==> src/design/csf_params.svh <==
// Constants for the conditional skip-on-flag sequencer
`ifndef CSF_PARAMS_SVH
`define CSF_PARAMS_SVH

// Program counter width and reset value
`define CSF_PC_W        12
`define CSF_PC_RESET    12'h000
`define CSF_PC_ONE      12'h001

// Opcode byte layout: [7:6] extra bytes, [3:2] skip kind, [1:0] skip count
`define CSF_LEN_HI      7
`define CSF_LEN_LO      6
`define CSF_GRP_HI      7
`define CSF_GRP_LO      4
`define CSF_KIND_HI     3
`define CSF_KIND_LO     2
`define CSF_CNT_HI      1
`define CSF_CNT_LO      0

// Opcode group that holds the single-byte skips
`define CSF_SKIP_GRP    4'h0

// Skip count limits and the base cost of one skip instruction
`define CSF_CNT_MIN     2'h1
`define CSF_CNT_MAX     2'h3
`define CSF_CYC_BASE    1

`endif

==> src/design/csf_pkg.sv <==
// Types shared by the conditional skip-on-flag sequencer
package csf_pkg;

   // Sequencer states, one-hot
   typedef enum logic [1:0] {
      ST_FETCH = 2'b01,
      ST_SKIP  = 2'b10
   } csf_state_t;

   // Skip kind field of a skip opcode
   typedef enum logic [1:0] {
      SK_NONE           = 2'b00,
      SK_IF_CARRY_SET   = 2'b01,
      SK_IF_ZERO        = 2'b10,
      SK_IF_NONZERO     = 2'b11
   } csf_skip_kind_t;

endpackage : csf_pkg

==> src/design/csf_skip_core.sv <==
// Program counter sequencer with conditional skip on carry, zero and non-zero
//
// Functional notes
// - Carry set skips operand-count following instructions.
// - Zero skip when non-zero flag is 0.
// - Non-zero skip when non-zero flag is 1.
// - Skip count operand accepts only one to three.
// - One cycle plus one per skipped instruction.
`timescale 1ns/1ps
`include "csf_params.svh"

module csf_skip_core
   import csf_pkg::*;
(
   // Clock and reset
   input  wire logic                 ref_clk,
   input  wire logic                 reset,
   // Program memory read port, data is the byte at pc_r
   input  wire logic [7:0]           prog_data,
   output logic      [`CSF_PC_W-1:0] pc_r,
   // Status flags from the ALU, same clock
   input  wire logic                 carry_flag,
   input  wire logic                 nonzero_flag,
   // Hold from the execution units
   input  wire logic                 core_stall,
   // Issue to the execution units
   output logic                      exec_valid_r,
   output logic      [7:0]           exec_opcode_r,
   // Skip walk in progress
   output logic                      skip_busy_r
);

   // Sequencer state
   csf_state_t           state_r;
   csf_state_t           state_nxt;
   logic [1:0]           remain_r;
   logic [1:0]           remain_nxt;
   logic [`CSF_PC_W-1:0] pc_nxt;
   logic                 exec_valid_nxt;
   logic [7:0]           exec_opcode_nxt;
   logic                 skip_busy_nxt;

   // Decoded fields of the byte at pc_r
   logic [2:0]           cur_len;
   logic                 is_skip;
   csf_skip_kind_t       kind;
   logic [1:0]           cnt;
   logic                 cnt_ok;
   logic                 cond;
   logic                 fetch_go;
   logic                 taken;

   // Length of whatever byte sits at the current address
   csf_len_decode u_len (
      .opcode (prog_data),
      .len    (cur_len)
   );

   // Skip opcode fields
   always_comb begin
      kind    = csf_skip_kind_t'(prog_data[`CSF_KIND_HI:`CSF_KIND_LO]);
      cnt     = prog_data[`CSF_CNT_HI:`CSF_CNT_LO];
      is_skip = (prog_data[`CSF_GRP_HI:`CSF_GRP_LO] == `CSF_SKIP_GRP)
                && (kind != SK_NONE);
      // Count zero is not a legal operand and skips nothing
      cnt_ok  = (cnt >= `CSF_CNT_MIN) && (cnt <= `CSF_CNT_MAX);
   end

   // Flag condition of each skip kind
   always_comb begin
      cond = 1'b0;
      unique case (kind)
         SK_NONE:         cond = 1'b0;
         SK_IF_CARRY_SET: cond = carry_flag;
         SK_IF_ZERO:      cond = !nonzero_flag;
         SK_IF_NONZERO:   cond = nonzero_flag;
      endcase
   end

   // Fetch cycle decisions
   always_comb begin
      fetch_go = (state_r == ST_FETCH) && !core_stall;
      taken    = fetch_go && is_skip && cond && cnt_ok;
   end

   // Next-state logic; skips never issue, so no unit can touch a flag
   always_comb begin
      state_nxt       = state_r;
      pc_nxt          = pc_r;
      remain_nxt      = remain_r;
      exec_valid_nxt  = 1'b0;
      exec_opcode_nxt = exec_opcode_r;
      skip_busy_nxt   = 1'b0;
      unique case (state_r)
         ST_FETCH: begin
            if (fetch_go) begin
               if (is_skip) begin
                  // Skip opcode is a single byte
                  pc_nxt = pc_r + `CSF_PC_ONE;
                  if (taken) begin
                     state_nxt     = ST_SKIP;
                     remain_nxt    = cnt;
                     skip_busy_nxt = 1'b1;
                  end
               end else begin
                  // Ordinary instruction goes to the execution units
                  pc_nxt          = pc_r + {{(`CSF_PC_W-3){1'b0}}, cur_len};
                  exec_valid_nxt  = 1'b1;
                  exec_opcode_nxt = prog_data;
               end
            end
         end
         ST_SKIP: begin
            // One skipped instruction per cycle; stalls do not apply here
            pc_nxt     = pc_r + {{(`CSF_PC_W-3){1'b0}}, cur_len};
            remain_nxt = remain_r - 2'h1;
            if (remain_r == 2'h1) begin
               state_nxt = ST_FETCH;
            end else begin
               skip_busy_nxt = 1'b1;
            end
         end
      endcase
   end

   // State registers
   always_ff @(posedge ref_clk or posedge reset) begin
      if (reset) begin
         state_r       <= ST_FETCH;
         pc_r          <= `CSF_PC_RESET;
         remain_r      <= 2'h0;
         exec_valid_r  <= 1'b0;
         exec_opcode_r <= 8'h00;
         skip_busy_r   <= 1'b0;
      end else begin
         state_r       <= state_nxt;
         pc_r          <= pc_nxt;
         remain_r      <= remain_nxt;
         exec_valid_r  <= exec_valid_nxt;
         exec_opcode_r <= exec_opcode_nxt;
         skip_busy_r   <= skip_busy_nxt;
      end
   end
endmodule : csf_skip_core

==> src/design/csf_len_decode.sv <==
// Byte length decoder for one opcode byte
`timescale 1ns/1ps
`include "csf_params.svh"

module csf_len_decode
   import csf_pkg::*;
(
   // Opcode byte in
   input  wire logic [7:0] opcode,
   // Total instruction length in bytes, 1 to 4
   output logic      [2:0] len
);

   // Leading byte carries the count of extra operand bytes
   always_comb begin
      len = {1'b0, opcode[`CSF_LEN_HI:`CSF_LEN_LO]} + 3'h1;
   end

endmodule : csf_len_decode

==> config.mk <==
export PLATFORM = sky130hd
export DESIGN_NAME = csf_skip_core
export DESIGN_NICKNAME = d
export VERILOG_FILES = /design/src/design/csf_pkg.sv /design/src/design/csf_skip_core.sv /design/src/design/csf_len_decode.sv
export VERILOG_INCLUDE_DIRS = /design/src /design/src/design
export SDC_FILE = /design/constraint.sdc
export NUM_CORES = 1
export LEC_CHECK = 0
export BUFFER_PORTS_ARGS = -buffer_cell sky130_fd_sc_hd__buf_2
export CORE_UTILIZATION = 51
export DETAILED_ROUTE_END_ITERATION = 16
export GPL_ROUTABILITY_DRIVEN = 0
export PLACE_DENSITY = 0.78
export SETUP_SLACK_MARGIN = 0.3
export SYNTH_ARGS = -nofsm -noshare
export SYNTH_HDL_FRONTEND = slang
export SYNTH_SLANG_ARGS = --single-unit
==> constraint.sdc <==
create_clock -name ref_clk -period 2.1 [get_ports ref_clk]
set_input_delay 0.21 -clock ref_clk [delete_from_list [all_inputs] [get_ports ref_clk]]
set_output_delay 0.21 -clock ref_clk [all_outputs]
set_load 0.005 [all_outputs]
==> run summary <==
At the end of the flow, the number of nets in the layout was 178. The initial antenna violation count is 0. The power density over the cells came out at 1300 mW/mm^2.

The die outline area is 0.00271 mm^2. The post-DP HPWL is 1840 um. The setup total negative slack is 0 ns.

The number of buffers on the longest clock path came out at 2. The number of synthesized flops with an enable pin came out at 0. The via count of the first global-routing pass is 935.

The proportion of synthesized chip area in sequential cells is 0.510. The share of the cycle needed by the critical path after routing is 0.840. The remaining antenna violation count came out at 0. The number of search-and-repair iterations in the first detailed-routing pass is 4.

The initial core utilization is 0.557. The total routing resource utilization after global routing is 0.200. Across all layers, the routed design uses 1007 vias. On the final layout, the worst clock skew is 0.00499 ns. The deepest level of the CTS H-tree came out at 1. The total number of yosys warnings is 0.

The leakage power came out at 0.799 nW. The required arrival time at the worst endpoint came out at 2.32 ns. The arrival time of data at the critical path endpoint is 1.98 ns. The worst setup path is launched from a flip-flop. Pin placement for this block handled 35 I/O pins. The routed wirelength normalized by instance count is 13.0 um. The area taken by flip-flops and latches is 652 um^2. The area share of the largest cell type after synthesis came out at 0.489. Timing would allow up to 567 MHz. The count of clock tree sinks came out at 26.

The floorplan has 17 rows. In this run, synthesis produced a sequential element count of 26. The clock tree from TritonCTS is yes. The worst max-slew margin expressed relative to the limit came out at 0.693. IR analysis of the VDD net gives a maximum drop of 0.000654 V.

Entering global routing, the biggest net connects 27 pins. The area added between synthesis and finish is 26.8%. The post-synthesis average cell area came out at 10.9 um^2. The insertion delay to the later sink of the worst-skew pair is 0.31 ns. Setup repair after global routing left no endpoint under its margin. The post-synthesis cell type count is 30.

The number of antenna diodes in the final layout is 0. The number of hold violations in the final report is 0. Measured along the y axis, the die boundary spans 52.1 um.

The via density per instance came out at 5.39. The TritonCTS buffer count came out at 3. The first global-routing pass estimated 4010 um of wire.

The post-route minimum period is 1.76 ns. The share of cells above drive strength 1 is 0.371. The number of DRC violations after detailed routing came out at 0. The multi-input logic area is 619 um^2.

The most frequently used flop master after synthesis is dfrtp_1. The worst setup path is captured at a flip-flop. dfrtp_1 takes more of the synthesized area than any other cell. The width of the chip came out at 52.1 um.

The type of the setup path with the least slack is flip-flop to flip-flop. The clock root buffer is clkbuf_4. The sum of routed wire length over all layers came out at 2430 um. After synthesis, the cell types taking the most area are dfrtp_1, xnor2_1, mux2_2, ha_1, inv_1. At the pin with the least slew margin, the transition time is 0.460 ns.

The path class of the tightest hold or removal check is input pin to flip-flop. The total nets after synthesis came out at 135. The flow ran to the end, and the final reports show no timing, DRC or antenna violations. The tool flagged a number of max-cap violations equal to 0.

The cell count after synthesis is 117. The core utilization of the finished layout came out at 0.706. The starting DRC count in detailed routing is 10. Setup violations remaining at the end of the flow were counted as 0. The netlist area before placement is 0.00128 mm^2. The number of buffer cells added on primary ports came out at 34. In this run the worst path has a maximum fanout of 8. The final global-route overflow total came out at 0. After clock tree synthesis, the clock-pin slew on the worst setup and hold paths is 0.14 ns. The proportion of synthesized flip-flops having asynchronous set or reset is 1.00. The count of filler cells inserted in the layout is 181.

The core outline area is 0.00230 mm^2. The setup slack of the critical path after layout is 0.335 ns. The setup slack after placement is 0.0680 ns.

The number of max-slew violations in the final report is 0.
metrics by stage:
stage / instances / power (W) / hold slack [ns] / cell area, um^2
2_1_floorplan: 117 / 0.00140 / 0.249 / 1290
3_3_place_gp: 179 / 0.00166 / 0.276 / 1510
3_5_place_dp: 179 / 0.00171 / 0.283 / 1510
4_1_cts: 184 / 0.00205 / 0.137 / 1570
5_1_grt: 187 / 0.00227 / 0.145 / 1620
6_report: 187 / 0.00210 / 0.147 / 1620
report_power, final:
part	leakage, nW	switching [W]	internal [W]
Sequential	0.315	0.000198	0.000718
Combinational	0.457	0.000389	0.000457
Clock	0.0279	0.000146	0.000193
cells in the mapped netlist, types with 2 or more instances:
| master | count |
|---|---|
| and3_1 | 3 |
| nand4_1 | 5 |
| nand3_1 | 5 |
| inv_1 | 11 |
| ha_1 | 4 |
| nor2b_1 | 2 |
| dfrtp_1 | 25 |
| mux2i_1 | 3 |
| mux2_2 | 8 |
| nor2_1 | 8 |
| xnor2_1 | 11 |
| nand2_1 | 9 |
| a21oi_1 | 5 |
| clkbuf_1 | 2 |
flip-flops by register name, summed over array words and instances (netlist names):
name,count
exec_opcode_r,8
exec_valid_r,1
pc_r,12
remain_r,2
skip_busy_r,1
state_r,2
critical path, stage by stage (launching register included):
cell and delay, ns:
dfstp_2 0.64, nor2b_4 0.07, nor3_4 0.21, buf_4 0.17
mux2i_4 0.28, nand4_1 0.14, xnor2_1 0.16
layout by cell type, fill, tap and decap left out, drive strengths merged, types with 2 or more instances in the layout:
cell type  count
ha             4
nand4          5
nand2          9
nand3          5
nor2b          2
buf           39
dfrtp         25
mux2           8
nor2           8
xnor2         11
inv           11
a21oi          5
mux2i          3
clkbuf         3
and3           3
o21ai          2
per-layer routing:
metal / GRT usage / part of all wire
met3: 0.0380 / 0.040
met4: 0.0405 / 0.0058
met1: 0.264 / 0.45
met5: 0 / 0
met2: 0.340 / 0.50
worst paths after layout:
kind	end	slack (ns)	cells after the start	startpoint
worst max-delay path	pc_r[11]	0.34	6	state_r[0]
worst min-delay path	exec_opcode_r[4]	0.15	2	prog_data[4]
worst max register to register	pc_r[11]	0.34	6	state_r[0]
worst min register to register	pc_r[11]	0.49	1	pc_r[11]
max in group asynchronous	state_r[0]	1.35	4	reset
min in group asynchronous	exec_valid_r	0.46	4	reset
timing repair:
item / CTS / global route
hold endpoints to repair: 25 / 0
buffers inserted: 0 / 3
endpoints found under the setup margin: 0 / 6
hold buffers: 1 / 0
gates resized for setup: 0 / 6
area by class of cell:
type,count,area share
clock buffers,3,0.0139
clock inverters,1,0.0185
inverters,11,0.0255
multi-input cells,78,0.382
flip-flops and latches,26,0.402
well taps,28,0.0216
repair buffers,40,0.137
logic make-up after synthesis:
kind of cell,count (synthesis),synth area share
mux,11,0.0939
compound gates,13,0.0705
simple gates,38,0.158
buf+inv,13,0.0382
flops,26,0.510
fa+ha+maj,5,0.0548
xor+xnor,11,0.0753
No activity file was read; power rests on OpenSTA's default activity.
